==> config.mk <==
export PLATFORM = sky130hd
export DESIGN_NAME = swc_top
export DESIGN_NICKNAME = d
export VERILOG_FILES = /design/src/swc_pkg.sv /design/src/swc_wake_if.sv /design/src/swc_wake_eval.sv /design/src/swc_top.sv
export VERILOG_INCLUDE_DIRS = /design/src
export SDC_FILE = /design/constraint.sdc
export NUM_CORES = 1
export LEC_CHECK = 0
export BUFFER_PORTS_ARGS = -buffer_cell sky130_fd_sc_hd__buf_4
export CAP_MARGIN = 10
export CORE_MARGIN = 5
export CORE_UTILIZATION = 49
export DETAILED_ROUTE_END_ITERATION = 10
export PLACE_DENSITY_LB_ADDON = 0.1
export RECOVER_POWER = 100
export SYNTH_ARGS = -nofsm -noshare
export SYNTH_HDL_FRONTEND = slang
export SYNTH_HIERARCHICAL = 1
export SYNTH_SLANG_ARGS = --single-unit
export TNS_END_PERCENT = 20
==> constraint.sdc <==
create_clock -name clk_in -period 2.8 [get_ports clk_in]
set_input_delay 0.56 -clock clk_in [delete_from_list [all_inputs] [get_ports clk_in]]
set_output_delay 0.56 -clock clk_in [all_outputs]
set_load 0.01 [all_outputs]
==> src/swc_defs.svh <==
`ifndef SWC_DEFS_SVH
`define SWC_DEFS_SVH
`define SWC_IRQ_VECTOR 13'h0004
`define SWC_PC_W 13
`define SWC_PORT_W 8
`define SWC_CLKDIV 2'h3
`define SWC_PD_RESET 1'b1
`define SWC_TO_RESET 1'b1
`define SWC_FLAG_PD_BIT 3
`define SWC_FLAG_TO_BIT 4
`endif

==> src/swc_pkg.sv <==
package swc_pkg;
  typedef enum logic [3:0]
  {
    SWC_RUN = 4'b0001,
    SWC_ENTER = 4'b0010,
    SWC_SLEEP = 4'b0100,
    SWC_WAKE = 4'b1000
  } swc_state_t;
  typedef logic [12:0] swc_pc_t;
endpackage

==> src/swc_wake_if.sv <==
`timescale 1ns/100ps
interface swc_wake_if;
  logic ext_en;
  logic ext_flag;
  logic portb_en;
  logic portb_flag;
  logic timer_one_en;
  logic timer_one_flag;
  logic timer_one_async;
  logic adc_en;
  logic adc_flag;
  logic adc_rc_clk;
  logic pending;
  modport src (output ext_en, ext_flag, portb_en, portb_flag, timer_one_en, timer_one_flag,
    timer_one_async, adc_en, adc_flag, adc_rc_clk, input pending);
  modport eval (input ext_en, ext_flag, portb_en, portb_flag, timer_one_en, timer_one_flag,
    timer_one_async, adc_en, adc_flag, adc_rc_clk, output pending);
endinterface

==> src/swc_wake_eval.sv <==
`timescale 1ns/100ps
module swc_wake_eval
  import swc_pkg::*;
(
  swc_wake_if.eval w
);
  function automatic logic src_hit(input logic en, input logic flag);
    src_hit = en & flag;
  endfunction
  // Only enabled sources; peripherals only in clockless-safe modes
  always_comb
  begin
    w.pending = src_hit(w.ext_en, w.ext_flag) | src_hit(w.portb_en, w.portb_flag)
      | (src_hit(w.timer_one_en, w.timer_one_flag) & w.timer_one_async)
      | (src_hit(w.adc_en, w.adc_flag) & w.adc_rc_clk);
  end
endmodule

==> src/swc_top.sv <==
`timescale 1ns/100ps
`include "swc_defs.svh"
module swc_top
  import swc_pkg::*;
(
  input wire logic clk_in,
  input wire logic rst_in,
  input wire logic sleep_instr_in,
  input wire logic [`SWC_PC_W-1:0] pc_in,
  input wire logic global_irq_enable_in,
  input wire logic master_clear_pin_n_in,
  input wire logic watchdog_timer_en_in,
  input wire logic watchdog_timer_timeout_in,
  input wire logic ext_irq_en_in,
  input wire logic ext_irq_flag_in,
  input wire logic portb_change_en_in,
  input wire logic portb_change_flag_in,
  input wire logic timer_one_en_in,
  input wire logic timer_one_flag_in,
  input wire logic timer_one_async_in,
  input wire logic adc_en_in,
  input wire logic adc_flag_in,
  input wire logic adc_rc_clk_in,
  input wire logic rc_mode_in,
  input wire logic [`SWC_PORT_W-1:0] port_out_val_in,
  input wire logic [`SWC_PORT_W-1:0] port_oe_in,
  output logic [`SWC_PORT_W-1:0] port_out_val_out,
  output logic [`SWC_PORT_W-1:0] port_oe_out,
  output logic power_down_flag_out,
  output logic timeout_flag_out,
  output logic watchdog_clear_out,
  output logic osc_driver_en_out,
  output logic phase_clk_en_out,
  output logic sleeping_out,
  output logic device_reset_out,
  output logic prefetch_out,
  output logic [`SWC_PC_W-1:0] prefetch_addr_out,
  output logic vector_out,
  output logic [`SWC_PC_W-1:0] vector_addr_out,
  output logic resume_out,
  output logic osc_output_pin_out
);
  swc_wake_if w();
  swc_wake_eval u_eval (.w(w));
  assign w.ext_en = ext_irq_en_in;
  assign w.ext_flag = ext_irq_flag_in;
  assign w.portb_en = portb_change_en_in;
  assign w.portb_flag = portb_change_flag_in;
  assign w.timer_one_en = timer_one_en_in;
  assign w.timer_one_flag = timer_one_flag_in;
  assign w.timer_one_async = timer_one_async_in;
  assign w.adc_en = adc_en_in;
  assign w.adc_flag = adc_flag_in;
  assign w.adc_rc_clk = adc_rc_clk_in;

  swc_state_t state_ff, nxt_state;
  logic pd_ff, nxt_pd, to_ff, nxt_to, wdc_ff, nxt_wdc, osc_ff, nxt_osc;
  logic rst_ff, nxt_rst, pf_ff, nxt_pf, vec_ff, nxt_vec, res_ff, nxt_res;
  logic gie_ff, nxt_gie, ck_ff, nxt_ck, slp_ff, nxt_slp;
  logic [`SWC_PC_W-1:0] va_ff, nxt_va;
  logic [1:0] div_ff, nxt_div;
  logic [`SWC_PC_W-1:0] pfa_ff, nxt_pfa;
  logic [`SWC_PORT_W-1:0] pv_ff, nxt_pv, po_ff, nxt_po;
  logic master_clear_pin;
  logic wdt_wake;
  assign master_clear_pin = ~master_clear_pin_n_in;
  assign wdt_wake = watchdog_timer_en_in & watchdog_timer_timeout_in;

  always_comb
  begin
    nxt_state = state_ff;
    nxt_pd = pd_ff;
    nxt_to = to_ff;
    nxt_wdc = 1'b0;
    nxt_osc = osc_ff;
    nxt_rst = 1'b0;
    nxt_pf = 1'b0;
    nxt_pfa = pfa_ff;
    nxt_vec = 1'b0;
    nxt_res = 1'b0;
    nxt_gie = gie_ff;
    nxt_va = `SWC_IRQ_VECTOR;
    nxt_pv = pv_ff;
    nxt_po = po_ff;
    case (state_ff)
      SWC_RUN:
      begin
        nxt_pv = port_out_val_in;
        nxt_po = port_oe_in;
        if (sleep_instr_in && !master_clear_pin)
        begin
          nxt_pf = 1'b1;
          nxt_pfa = pc_in + `SWC_PC_W'(1);
          if (!w.pending)
          begin
            nxt_wdc = 1'b1;
            nxt_pd = 1'b0;
            nxt_to = 1'b1;
            nxt_osc = 1'b0;
            nxt_gie = global_irq_enable_in;
            nxt_state = SWC_ENTER;
          end
        end
      end
      SWC_ENTER:
      begin
        nxt_state = SWC_SLEEP;
        // Master clear during entry must not leave the device asleep
        if (master_clear_pin)
        begin
          nxt_state = SWC_RUN;
          nxt_osc = 1'b1;
        end
      end
      SWC_SLEEP:
      begin
        nxt_gie = global_irq_enable_in;
        if (master_clear_pin)
        begin
          nxt_state = SWC_RUN;
          nxt_rst = 1'b1;
          nxt_osc = 1'b1;
        end
        else if (wdt_wake || w.pending)
        begin
          if (wdt_wake && !w.pending)
          begin
            nxt_to = 1'b0;
          end
          nxt_osc = 1'b1;
          nxt_state = SWC_WAKE;
        end
      end
      SWC_WAKE:
      begin
        nxt_res = 1'b1;
        nxt_vec = gie_ff & w.pending;
        nxt_state = SWC_RUN;
      end
      default:
      begin
        nxt_state = SWC_RUN;
      end
    endcase
    if (master_clear_pin && state_ff != SWC_SLEEP)
    begin
      nxt_rst = 1'b1;
    end
    nxt_slp = ~nxt_osc;
  end

  // Clock-out divider runs only while the oscillator is driven
  always_comb
  begin
    nxt_div = div_ff;
    nxt_ck = ck_ff;
    if (rc_mode_in && osc_ff)
    begin
      nxt_div = div_ff + 2'h1;
      nxt_ck = (div_ff == `SWC_CLKDIV) ? ~ck_ff : ck_ff;
      if (div_ff[0])
      begin
        nxt_ck = ~ck_ff;
      end
    end
    else if (!rc_mode_in)
    begin
      nxt_ck = 1'b0;
      nxt_div = 2'h0;
    end
  end

  always_ff @(posedge clk_in)
  begin
    if (rst_in)
    begin
      state_ff <= SWC_RUN;
      pd_ff <= `SWC_PD_RESET;
      to_ff <= `SWC_TO_RESET;
      wdc_ff <= 1'b0;
      osc_ff <= 1'b1;
      rst_ff <= 1'b0;
      pf_ff <= 1'b0;
      pfa_ff <= '0;
      vec_ff <= 1'b0;
      res_ff <= 1'b0;
      gie_ff <= 1'b0;
      slp_ff <= 1'b0;
      va_ff <= `SWC_IRQ_VECTOR;
      pv_ff <= '0;
      po_ff <= '0;
      div_ff <= 2'h0;
      ck_ff <= 1'b0;
    end
    else
    begin
      state_ff <= nxt_state;
      pd_ff <= nxt_pd;
      to_ff <= nxt_to;
      wdc_ff <= nxt_wdc;
      osc_ff <= nxt_osc;
      rst_ff <= nxt_rst;
      pf_ff <= nxt_pf;
      pfa_ff <= nxt_pfa;
      vec_ff <= nxt_vec;
      res_ff <= nxt_res;
      gie_ff <= nxt_gie;
      slp_ff <= nxt_slp;
      va_ff <= nxt_va;
      pv_ff <= nxt_pv;
      po_ff <= nxt_po;
      div_ff <= nxt_div;
      ck_ff <= nxt_ck;
    end
  end

  assign port_out_val_out = pv_ff;
  assign port_oe_out = po_ff;
  assign power_down_flag_out = pd_ff;
  assign timeout_flag_out = to_ff;
  assign watchdog_clear_out = wdc_ff;
  assign osc_driver_en_out = osc_ff;
  assign phase_clk_en_out = osc_ff;
  assign sleeping_out = slp_ff;
  assign device_reset_out = rst_ff;
  assign prefetch_out = pf_ff;
  assign prefetch_addr_out = pfa_ff;
  assign vector_out = vec_ff;
  assign vector_addr_out = va_ff;
  assign resume_out = res_ff;
  assign osc_output_pin_out = ck_ff;
endmodule

Word-level counts from Yosys, hierarchy flattened
Cells that the tools add are included.

Add/subtract/negate cells: 2. Equality and inequality tests: 14. Muxes and demuxes: 33. Bitwise gates (word level): 18. Reductions and logical operators: 16.

Operators with widths (count): $mux W1 (22); $mux W4 (4); $add A13 B1 Y13 const B (1); $pmux W4 S3 (1); $ne A2 B2 Y1 const B (5); $reduce_and A3 Y1 (3); $and A1 B1 Y1 (8); $not A1 Y1 (7); $reduce_and A6 Y1 (1); $eq A4 B1 Y1 const B (1); $eq A4 B2 Y1 const B (1); $eq A4 B3 Y1 const B (1); $eq A4 B4 Y1 const B (1); $logic_and A1 B1 Y1 (4); $mux W2 (2); $ne A4 B3 Y1 const B (1); $pmux W1 S2 (2); $reduce_and A2 Y1 (2); $reduce_or A2 Y1 (2); $mux W3 (1); $ne A3 B2 Y1 const B (1); $ne A3 B3 Y1 const B (1); $or A1 B1 Y1 (3); $pmux W1 S3 (1); other kinds (7) (7).

Register bits: 46. Output and inout bits: 53. Word-level logic and storage cells: 99.

Longest topological paths before layout
Gate-level depths: netlist of run 1.

Depth in word-level cells: 10. Gate-level depth with buffers: 6.

Modules after synthesis
Netlist of run 1, hierarchy kept.

Modules (own cells, without submodules): swc_top (times used 1, cells each 228, area each 2038.2 µm², sequential area each 920.9 µm²); swc_wake_eval (times used 1, cells each 4, area each 22.5 µm², sequential area each 0.0 µm²).

Worst setup path after synthesis of run 1
OpenSTA, ideal clock, no wires.

Path kind: input to register. From: input ext_irq_en_in. To: register with a tool-made name. Library setup time: 124 ps. Arrival: 1688 ps. Data required time: 2676 ps. Setup slack: 988 ps. Stages: 5. Path buffers: 0. Cell sequence: a22oi_1 -> nand3_1 -> nor2b_1 -> nand3_1 -> a2111o_1.

RTL lines: from (decl) (line swc_top.sv:14) `input wire logic ext_irq_en_in,`.

Worst setup path in the final report of run 1
From: input ext_irq_en_in. To: register slp_ff (netlist: sleeping_out).

Cells in the longest elaborated chain, start to end: 9. Elaborated cells on any way between the ends: 11.

RTL lines: $and A1 B1 Y1 (*) (line swc_wake_eval.sv:8) `src_hit = en & flag;`; $or A1 B1 Y1 (*) (line swc_wake_eval.sv:13) `w.pending = src_hit(w.ext_en, w.ext_flag) | src_hit(w.portb_en, w.portb_flag)`; $or A1 B1 Y1 (*) (line swc_wake_eval.sv:14) `| (src_hit(w.timer_one_en, w.timer_one_flag) & w.timer_one_async)`; $or A1 B1 Y1 (*) (line swc_wake_eval.sv:15) `| (src_hit(w.adc_en, w.adc_flag) & w.adc_rc_clk);`; via w.pending (line swc_wake_if.sv:13) `logic pending;`; $logic_or A1 B1 Y1 (line swc_top.sv:124) `else if (wdt_wake || w.pending)`; $mux W1 (line swc_top.sv:124); $mux W1 (line swc_top.sv:118) `if (master_clear_pin)`; $pmux W1 S3 (*) (line swc_top.sv:85) `case (state_ff)`; $not A1 Y1 (*) (line swc_top.sv:149) `nxt_slp = ~nxt_osc;`; to (signal assigned) (line swc_top.sv:208) `slp_ff <= nxt_slp;`; to (decl) (line swc_top.sv:59) `logic gie_ff, nxt_gie, ck_ff, nxt_ck, slp_ff, nxt_slp;`.

Mark *: on every way through the listed nets, which the timed path passes. The rest lies on a longest branch. A chain may end at the register's enable or synchronous reset.

==> run metrics, run 1 <==
status=complete, no violations; cell internal pwr=1.07 mW; Clock Tree Buf Depth=2; skew final=0.00322 ns; DRC viols=0; power per cell area=559 nW/um^2; TritonRoute pass-1 iters=4; CP startpoint kind=primary input; FP Rows=23; total of max-cap violations=0; Clock Power Share=33.0%; Placed Cells=356; synthesized area per cell=8.88 um^2; crit path max fanout=5; filler-free cell count of the finished design=364; largest net degree at the start of global routing=44; clock slew at reported path FFs=0.08 ns; Synth warnings=6; r2r setup slk=1.08 ns; r2r startpoint=state_ff[0]; share of cells above drive strength 1=18.5%; met3 GRT Util=5.74%; Hold Path Depth=2; die area=5600 um^2; grt peak-use layer=met2; maximum clock frequency=550 MHz; Req. time, crit path=2.97 ns; initial antenna violation count=0; #FFs+latches synth=46; first-pass GRT wire length=7410 um; setup TNS=0 ns; worst-margin pin slew=0.552 ns; VDD IR max=322 uV; combinational share of power=17.0%; crit end category=flop; WHS=0.455 ns; RSZ-0062 raised after global routing=no; register area share after synthesis=44.7%; root buf cell=clkbuf_8; routing usage on met2=28.1%; Final min period=1.82 ns; H-tree depth=2; Hold EP=port_oe_out[1]; EDFF count, synth=0; DR vias=1816; drt via density=4.99; ANT cells=0; global-route met1 utilization=20.7%; Initial Util=51.1%; core area=4030 um^2; DP HPWL=3540 um; sequential share of power=50.0%; Mapped Cells=232; fraction of registers with async set/reset=0%; Leakage=1.09 nW; Post-synth top flop=dfxtp_1; vias in the first global route=1673; depth of the most critical reg-to-reg path=5; Hold Startpoint=port_oe_out[1]; antenna-violating nets left=0; Nets=362; Num CTS Buffers=5; Critical Path AT=1.99 ns; gp weighted congestion=0.798; Post-CTS Resized=0; hold crit path type=flop to flop; final setup fails=0; worst relative slew slack=63.2%; Setup Fix Bufs, Post-CTS=0; gr usage total=17.1%; critical path class=primary input to flop; Chip Height=74.9 um; Chip Width=74.9 um; final hold vios=0; port bufs=86; synthesized area=2060 um^2; TritonCTS Sinks=46; TritonCTS clock tree=built; filler instances=408; reg-to-reg endpoint=prefetch_addr_out[9]; later-pin clock latency in the skew report=0.30 ns; net switching power=369 uW; routed len/inst=13.0 um; I/O pin count=100; Max Slew Vio Count=0; Tcrit/Tclk final=65.0%; area grow syn2layout=25.0%; drt total wl=4720 um; switch share=25.6%; DR iter-0 viols=93; Congestion Overflow GR=0; hold_buf cts=0; Yosys cell types=39
[through the flow]
step	utilization [%]	instance area, um^2	power (mW)	setup slack [ns]
2_1_floorplan	-	2100	0.898	0.988
3_3_place_gp	65.9	2660	1.02	0.765
3_5_place_dp	65.9	2660	1.02	0.663
4_1_cts	68.6	2760	1.50	0.974
5_1_grt	63.9	2580	1.52	0.779
6_report	63.9	2580	1.44	0.980
[layout make-up]
cell class | instances | area [um^2] | area share (%)
Inverter | 1 | 3.75 | 0.146
Multi-Input combinational cell | 171 | 972 | 37.7
Clock inverter | 1 | 30.0 | 1.17
Sequential cell | 46 | 921 | 35.7
Tap cell | 50 | 62.6 | 2.43
Timing Repair Buffer | 88 | 510 | 19.8
Clock buffer | 7 | 76.3 | 2.96
[synth_stat cells (all sizes together), types with 3 or more instances]
library cell / instances / area share, %
nand3: 13 / 3.2
nand2: 36 / 6.6
clkbuf: 4 / 0.73
xor2: 7 / 3.0
dfxtp: 46 / 45
buf: 21 / 7.5
xnor2: 6 / 2.6
nor3: 4 / 0.97
a21oi: 20 / 4.9
mux2i: 3 / 1.5
nor2b: 3 / 0.91
nor2: 23 / 4.2
a211oi: 12 / 6.1
nand2b: 4 / 1.2
and3: 5 / 1.5
[worst max path at each step]
stage	start	endpoint	slack (ns)	cells after the start
after global placement	ext_irq_en_in	flop	0.76	6
after CTS	ext_irq_en_in	flop	0.97	6
after global routing	ext_irq_en_in	sleeping_out	0.78	6
after floorplan	ext_irq_en_in	flop	0.99	5
final	ext_irq_en_in	sleeping_out	0.98	6
after detailed placement	ext_irq_en_in	flop	0.66	6
[cell families after synthesis]
| logic type | after synthesis | synth area share [%] |
|---|---|---|
| and+or+nand+nor | 98 | 23.1 |
| DFF | 46 | 44.7 |
| AOI/OAI and AO/OA | 42 | 15.2 |
| buffers and inverters | 26 | 8.38 |
| xor gates and xnor gates | 13 | 5.53 |
| muxes | 3 | 1.46 |
| adders and majority gates | 2 | 1.21 |
| other | 2 | 0.364 |
[layout by cell type (no fill, tap or decap), types with 5 or more instances in the layout]
cell type   n
buf_4      47
dfxtp_1    46
clkbuf_1   42
nand2_1    36
nor2_1     23
a21oi_1    20
nand3_1    13
conb_1     13
a211oi_1   10
xor2_1      7
xnor2_1     6
and3_1      5
clkbuf_8    5
[layer usage]
metal | up-vias | wire length (um) | part of all wire, %
met5 | - | 0 | 0
met4 | 0 | 70 | 1.5
met3 | 7 | 397 | 8.4
met2 | 57 | 2190 | 46
met1 | 822 | 2070 | 44
li1 | 930 | - | -
[registers in the layout (all words and copies together), names as in the netlist, 2 cells and up, named ones only]
name and flops:
port_oe_out 8, state_ff 4, div_ff 2, prefetch_addr_out 13, port_out_val_out 8
[power by group through the flow]
stage	Combinational (mW)	Sequential [mW]	Clock, mW
after detailed placement	0.285	0.737	0
after global placement	0.280	0.736	0
after CTS	0.287	0.722	0.493
final	0.245	0.720	0.476
after global routing	0.275	0.726	0.520
after floorplan	0.145	0.753	0
[worst max-delay path: stages]
cell and delay, ns:
clkbuf_4 0.11, a22oi_1 0.20, nand3_1 0.17, nor2b_1 0.28
nand3_1 0.22, a2111oi_0 0.45
(Power assumes the default switching activity.)
==> inputs of run 2 (changes only) <==
--- a/config.mk
+++ b/config.mk
@@ -6,10 +6,11 @@
 export SDC_FILE = /design/constraint.sdc
 export NUM_CORES = 1
 export LEC_CHECK = 0
+export ABC_AREA = 1
 export BUFFER_PORTS_ARGS = -buffer_cell sky130_fd_sc_hd__buf_4
 export CAP_MARGIN = 10
 export CORE_MARGIN = 5
-export CORE_UTILIZATION = 49
+export CORE_UTILIZATION = 42
 export DETAILED_ROUTE_END_ITERATION = 10
 export PLACE_DENSITY_LB_ADDON = 0.1
 export RECOVER_POWER = 100
==> constraint.sdc (replaced) <==
create_clock -name clk_in -period 1.6 [get_ports clk_in]
set_input_delay 0.32 -clock clk_in [delete_from_list [all_inputs] [get_ports clk_in]]
set_output_delay 0.32 -clock clk_in [all_outputs]
set_load 0.01 [all_outputs]
==> run metrics, run 2 <==
Synth warnings=6 (unchanged); Chip Width=81.4 um (was 74.9 um); crit path launch=rst_in (was ext_irq_en_in); dominant cell type by area after synthesis=dfxtp_1 (unchanged); TritonCTS clock tree=built (unchanged); Tcrit/Tclk final=83.1%; most frequent cells in the layout=57 x nor2_1, 47 x nand2_1, 46 x dfxtp_1, 46 x buf_4, 42 x clkbuf_1 (was 47 x buf_4, 46 x dfxtp_1, 42 x clkbuf_1); RSZ-0062 raised after global routing=no (unchanged); later-pin clock latency in the skew report=0.30 ns (about the same); register area share after synthesis=43.0% (was 44.7%); Synth area leaders=dfxtp_1 43%, nor2_1 9.8%, nand2_1 8.1%, buf_4 5.3%, o21ai_1 4.7% (was dfxtp_1 45%, nand2_1 6.6%, buf_4 6.2%, a21oi_1 4.9%, a211oi_2 4.3%); max reg flops=13 (unchanged); #FFs+latches synth=46 (unchanged); EDFF count, synth=0 (unchanged); FP Rows=26 (was 23); top post-synthesis cells by count=56 x nor2_1, 46 x dfxtp_1, 46 x nand2_1, 20 x inv_1, 20 x o21ai_1 (was 46 x dfxtp_1, 36 x nand2_1, 23 x nor2_1, 20 x a21oi_1, 17 x buf_4); maximum clock frequency=752 MHz; DRC viols=0 (unchanged); Yosys cell types=33 (was 39); synthesized area=2140 um^2 (was 2060 um^2); fraction of registers with async set/reset=0% (unchanged); die area=6630 um^2 (was 5600 um^2); r2r startpoint=state_ff[1] (was state_ff[0]); I/O pin count=100 (unchanged); first-pass GRT wire length=8220 um (was 7410 um); Synth top area share=43.0% (was 44.7%); r2r setup slk=0.32 ns (was 1.08 ns); worst setup path end=port_out_val_out[5] (was sleeping_out); hold_buf cts=0 (unchanged); TritonCTS Sinks=46 (unchanged); power per cell area=942 nW/um^2 (was 559 nW/um^2); depth of the most critical reg-to-reg path=7 (was 5); reg-to-reg endpoint=gie_ff (was prefetch_addr_out[9]); Clock Tree Buf Depth=2 (unchanged); final setup fails=0 (unchanged); Mapped Cells=287 (was 232); Nets=421 (was 362); core area=5040 um^2 (was 4030 um^2); DR vias=2050 (was 1816); initial antenna violation count=0 (unchanged); root buf cell=clkbuf_8 (unchanged); status=complete, no violations (unchanged); gr usage total=15.8% (was 17.1%); Chip Height=81.4 um (was 74.9 um); crit end category=flop (unchanged); antenna-violating nets left=0 (unchanged); Congestion Overflow GR=0 (unchanged); drt via density=4.63 (was 4.99); critical path class=primary input to flop (unchanged); final hold vios=0 (unchanged); Leakage=1.30 nW (was 1.09 nW); setup TNS=0 ns (unchanged); ANT cells=0 (unchanged); FF/Latch Area=921 um^2 (unchanged); Post-synth top flop=dfxtp_1 (unchanged); area grow syn2layout=27.0% (was 25.0%); Critical Path AT=1.52 ns (was 1.99 ns); synthesized area per cell=7.47 um^2 (was 8.88 um^2); commonest non-fill, non-tap cell in the layout=nor2_1 (was buf_4); share of cells above drive strength 1=19.3% (was 18.5%); DP HPWL=3990 um (was 3540 um); Num CTS Buffers=5 (unchanged); largest net degree at the start of global routing=24 (was 44); Post-CTS Resized=0 (unchanged); clock slew at reported path FFs=0.09 ns (was 0.08 ns); vias in the first global route=1829 (was 1673); skew final=0.00915 ns (was 0.00322 ns); TritonRoute pass-1 iters=4 (unchanged); drt total wl=5150 um (was 4720 um); filler instances=576 (was 408); Design Power=2.56 mW (was 1.44 mW); crit path max fanout=15 (was 5); port bufs=86 (unchanged); CP startpoint kind=primary input (unchanged); gp weighted congestion=0.962 (was 0.798); DR iter-0 viols=83 (was 93); total of max-cap violations=0 (unchanged); routed len/inst=11.6 um (was 13.0 um); Initial Util=42.5% (was 51.1%); H-tree depth=2 (unchanged); Setup Fix Bufs, Post-CTS=0 (unchanged); area taken by multi-input logic gates=996 um^2 (was 972 um^2); VDD IR max=402 uV (was 322 uV); hold crit path type=primary input to flop (was flop to flop); fin util=54.0% (was 63.9%); Max Slew Vio Count=0 (unchanged); Req. time, crit path=1.79 ns (was 2.97 ns); count leader, synth=nor2_1 (was dfxtp_1); Final min period=1.33 ns
==> run 2: changes by cell type in the layout (fill, tap and decap cells not counted), sizes merged, moves of 5 or more <==
cell and delta:
nand3 +7, a21oi -5, nor2 +37, nand2 +12
o21ai +26, and3 -5, inv +22, a211oi -12
==> run 2: metrics by stage <==
step	worst slack, ns	instances	instance area [um^2]	hold WS, ns
after floorplan	0.479	298	2180	0.392
after global placement	0.236	435	2780	0.430
after detailed placement	0.239	435	2780	0.439
after CTS	0.319	443	2890	0.193
after global routing	0.115	443	2720	0.193
final	0.270	443	2720	0.200
==> run 2: how the worst min path moves through the flow <==
stage	end	from	cells past startpoint
after floorplan	device_reset_out	master_clear_pin_n_in	1
after global placement	power_down_flag_out	power_down_flag_out	2
after detailed placement	vector_out	gie_ff	2
after CTS	device_reset_out	master_clear_pin_n_in	2
after global routing	device_reset_out	master_clear_pin_n_in	2
final	device_reset_out	master_clear_pin_n_in	2
==> run 2: report_power, final <==
| group | internal, mW | switching (mW) |
|---|---|---|
| registers | 1.23 | 0.0391 |
| clock network | 0.460 | 0.371 |
| logic | 0.187 | 0.279 |
==> run 2: cell type report <==
type,instances,area share [%]
multi-input cells,205,36.6
repair buffers,89,18.7
flip-flops and latches,46,33.8
clock inverters,3,1.47
inverters,25,3.68
well taps,70,3.22
clock buffers,5,2.53
==> run 2: kinds of logic after synthesis <==
kind of cell	synth area share, %
AOI/OAI and AO/OA	12.7
and+or+nand+nor	28.7
xor gates and xnor gates	2.04
buffers and inverters	12.0
adders and majority gates	1.17
other	0.350
DFF	43.0
==> run 2: layer usage <==
| metal | part of all wire, % | global-route usage [%] | up-vias |
|---|---|---|---|
| li1 | - | - | 1055 |
| met1 | 44 | 18.9 | 911 |
| met2 | 46 | 26.7 | 75 |
| met3 | 8.5 | 4.71 | 9 |
| met4 | 1.5 | 5.91 | 0 |
| met5 | 0 | 0 | - |
==> run 2: critical path: stages <==
cell and delay (ns):
clkbuf_1 0.36, inv_1 0.34, clkbuf_2 0.31, o21ai_0 0.12
nor2_1 0.06
==> inputs of run 3 (changes only) <==
--- a/config.mk
+++ b/config.mk
@@ -6,11 +6,11 @@
 export SDC_FILE = /design/constraint.sdc
 export NUM_CORES = 1
 export LEC_CHECK = 0
-export ABC_AREA = 1
+export ABC_AREA = 0
 export BUFFER_PORTS_ARGS = -buffer_cell sky130_fd_sc_hd__buf_4
 export CAP_MARGIN = 10
 export CORE_MARGIN = 5
-export CORE_UTILIZATION = 42
+export CORE_UTILIZATION = 41
 export DETAILED_ROUTE_END_ITERATION = 10
 export PLACE_DENSITY_LB_ADDON = 0.1
 export RECOVER_POWER = 100
==> constraint.sdc (replaced) <==
create_clock -name clk_in -period 1.17 [get_ports clk_in]
set_input_delay 0.234 -clock clk_in [delete_from_list [all_inputs] [get_ports clk_in]]
set_output_delay 0.234 -clock clk_in [all_outputs]
set_load 0.01 [all_outputs]
==> run metrics, run 3 (synthesis results as in run 1) <==
status=complete, but fails checks (was complete, no violations); failing checks=setup timing; routed len/inst=13.0 um (was 11.6 um); final setup fails=41 (was 0); Final min period=1.40 ns; DR iter-0 viols=49 (was 83); CP startpoint kind=flop (was primary input); RSZ-0062 raised after global routing=yes (was no); met3 GRT Util=4.55% (was 4.71%); TritonCTS clock tree=built (unchanged); TritonRoute pass-1 iters=4 (unchanged); crit end category=flop (unchanged); gp weighted congestion=0.745 (was 0.962); routing usage on met2=28.3% (was 26.7%); PnR worst setup slack=-0.226 ns (was 0.270 ns); hold_buf cts=0 (unchanged); DP HPWL=3810 um (was 3990 um); critical path class=flop to flop (was primary input to flop); total of max-cap violations=0 (unchanged); final hold vios=0 (unchanged); grt peak-use layer=met2 (unchanged); share of cells above drive strength 1=35.0% (was 19.3%); Design Area, Final=3100 um^2 (was 2720 um^2); power per cell area=1270 nW/um^2 (was 942 nW/um^2); WHS=0.176 ns (was 0.200 ns); largest net degree at the start of global routing=22 (was 24); Critical Path AT=1.58 ns (was 1.52 ns); FP Rows=25 (was 26); Congestion Overflow GR=0 (unchanged); crit path max fanout=4 (was 15); maximum clock frequency=717 MHz; most frequent cells in the layout=75 x buf_4, 43 x dfxtp_1, 38 x clkbuf_1 (was 57 x nor2_1, 47 x nand2_1, 46 x dfxtp_1, 46 x buf_4, 42 x clkbuf_1); Nets=397 (was 421); area grow syn2layout=50.2% (was 27.0%); Max Slew Vio Count=0 (unchanged); Chip Width=80.9 um (was 81.4 um); Chip Height=80.9 um (was 81.4 um); later-pin clock latency in the skew report=0.29 ns (was 0.30 ns); commonest non-fill, non-tap cell in the layout=buf_4 (was nor2_1); clock slew at reported path FFs=0.09 ns (about the same); skew final=0.00366 ns (was 0.00915 ns); Req. time, crit path=1.36 ns (was 1.79 ns); TritonCTS Sinks=46 (unchanged); DRC viols=0 (unchanged); filler instances=456 (was 576); Leakage=1.33 nW (was 1.30 nW); Num CTS Buffers=5 (unchanged); DR vias=1937 (was 2050); Tcrit/Tclk final=119%; gr usage total=17.0% (was 15.8%); ANT cells=0 (unchanged); port bufs=86 (unchanged); VDD IR max=862 uV (was 402 uV); max reg flops=13 (unchanged); first-pass GRT wire length=8730 um (was 8220 um); Clock Tree Buf Depth=2 (unchanged); global-route met1 utilization=21.8% (was 18.9%); post-placement cell area=2930 um^2 (was 2780 um^2); Initial Util=43.1% (was 42.5%); root buf cell=clkbuf_8 (unchanged); vias in the first global route=1882 (was 1829); I/O pin count=100 (unchanged); drt total wl=5410 um (was 5150 um); core area=4790 um^2 (was 5040 um^2); antenna-violating nets left=0 (unchanged); hold crit path type=primary input to flop (unchanged); area taken by multi-input logic gates=1100 um^2 (was 996 um^2); H-tree depth=2 (unchanged); die area=6540 um^2 (was 6630 um^2); Design Power=3.95 mW (was 2.56 mW); FF/Latch Area=927 um^2 (was 921 um^2); initial antenna violation count=0 (unchanged); drt via density=4.66 (was 4.63)
==> run 3: cell type report <==
type | instances | share of cell area (%)
clock buffer | 6 | 2.67
tap | 67 | 2.71
sequential | 46 | 30.0
clock inverter | 2 | 1.94
multi-input combinational | 171 | 35.5
inverter | 1 | 0.121
timing repair buffer | 123 | 27.1
==> run 3: repair_timing <==
| item | in CTS | in global routing |
|---|---|---|
| buffers inserted | 4 | 1 |
| resized for setup | 15 | 7 |
| pin swaps | 16 | 7 |
| setup endpoints to repair | 41 | 43 |
| cloned | 2 | 0 |
==> run 3: worst paths after layout <==
check / endpoint / cells past startpoint / slack (ns) / start
worst min register to register: prefetch_addr_out[1] / 2 / 0.46 / prefetch_addr_out[1]
worst max register to register: flop / 4 / -0.23 / state_ff[2]
worst max-delay path: flop / 4 / -0.23 / state_ff[2]
worst min-delay path: port_out_val_out[1] / 3 / 0.18 / port_out_val_in[1]
==> run 3: where the power goes <==
group | total (mW) | internal (mW) | switching (mW)
registers | 1.72 | 1.67 | 0.0556
logic | 0.782 | 0.388 | 0.394
clock network | 1.44 | 0.911 | 0.533
==> run 3: worst max-delay path: stages (launching register included) <==
cell and delay [ns]:
dfxtp_2 0.35, nor4b_4 0.28, buf_4 0.18, nand3_4 0.10
a2111o_1 0.38
==> run 3: metrics by stage <==
| stage | cells | setup TNS (ns) | setup slack, ns | util [%] |
|---|---|---|---|---|
| 6_report | 416 | -5.99 | -0.226 | 64.7 |
| 5_1_grt | 416 | -8.94 | -0.313 | 64.7 |
| 4_1_cts | 416 | -6.88 | -0.251 | 67.5 |
| 3_5_place_dp | 402 | -8.80 | -0.366 | 61.2 |
| 3_3_place_gp | 402 | -8.33 | -0.315 | 61.2 |
| 2_1_floorplan | 243 | -5.01 | -0.192 | - |
==> run 3: layer usage <==
layer / vias to the layer above / routed length (um)
li1: 998 / -
met1: 874 / 2410
met2: 63 / 2570
met3: 2 / 412
met4: 0 / 18
met5: - / 0
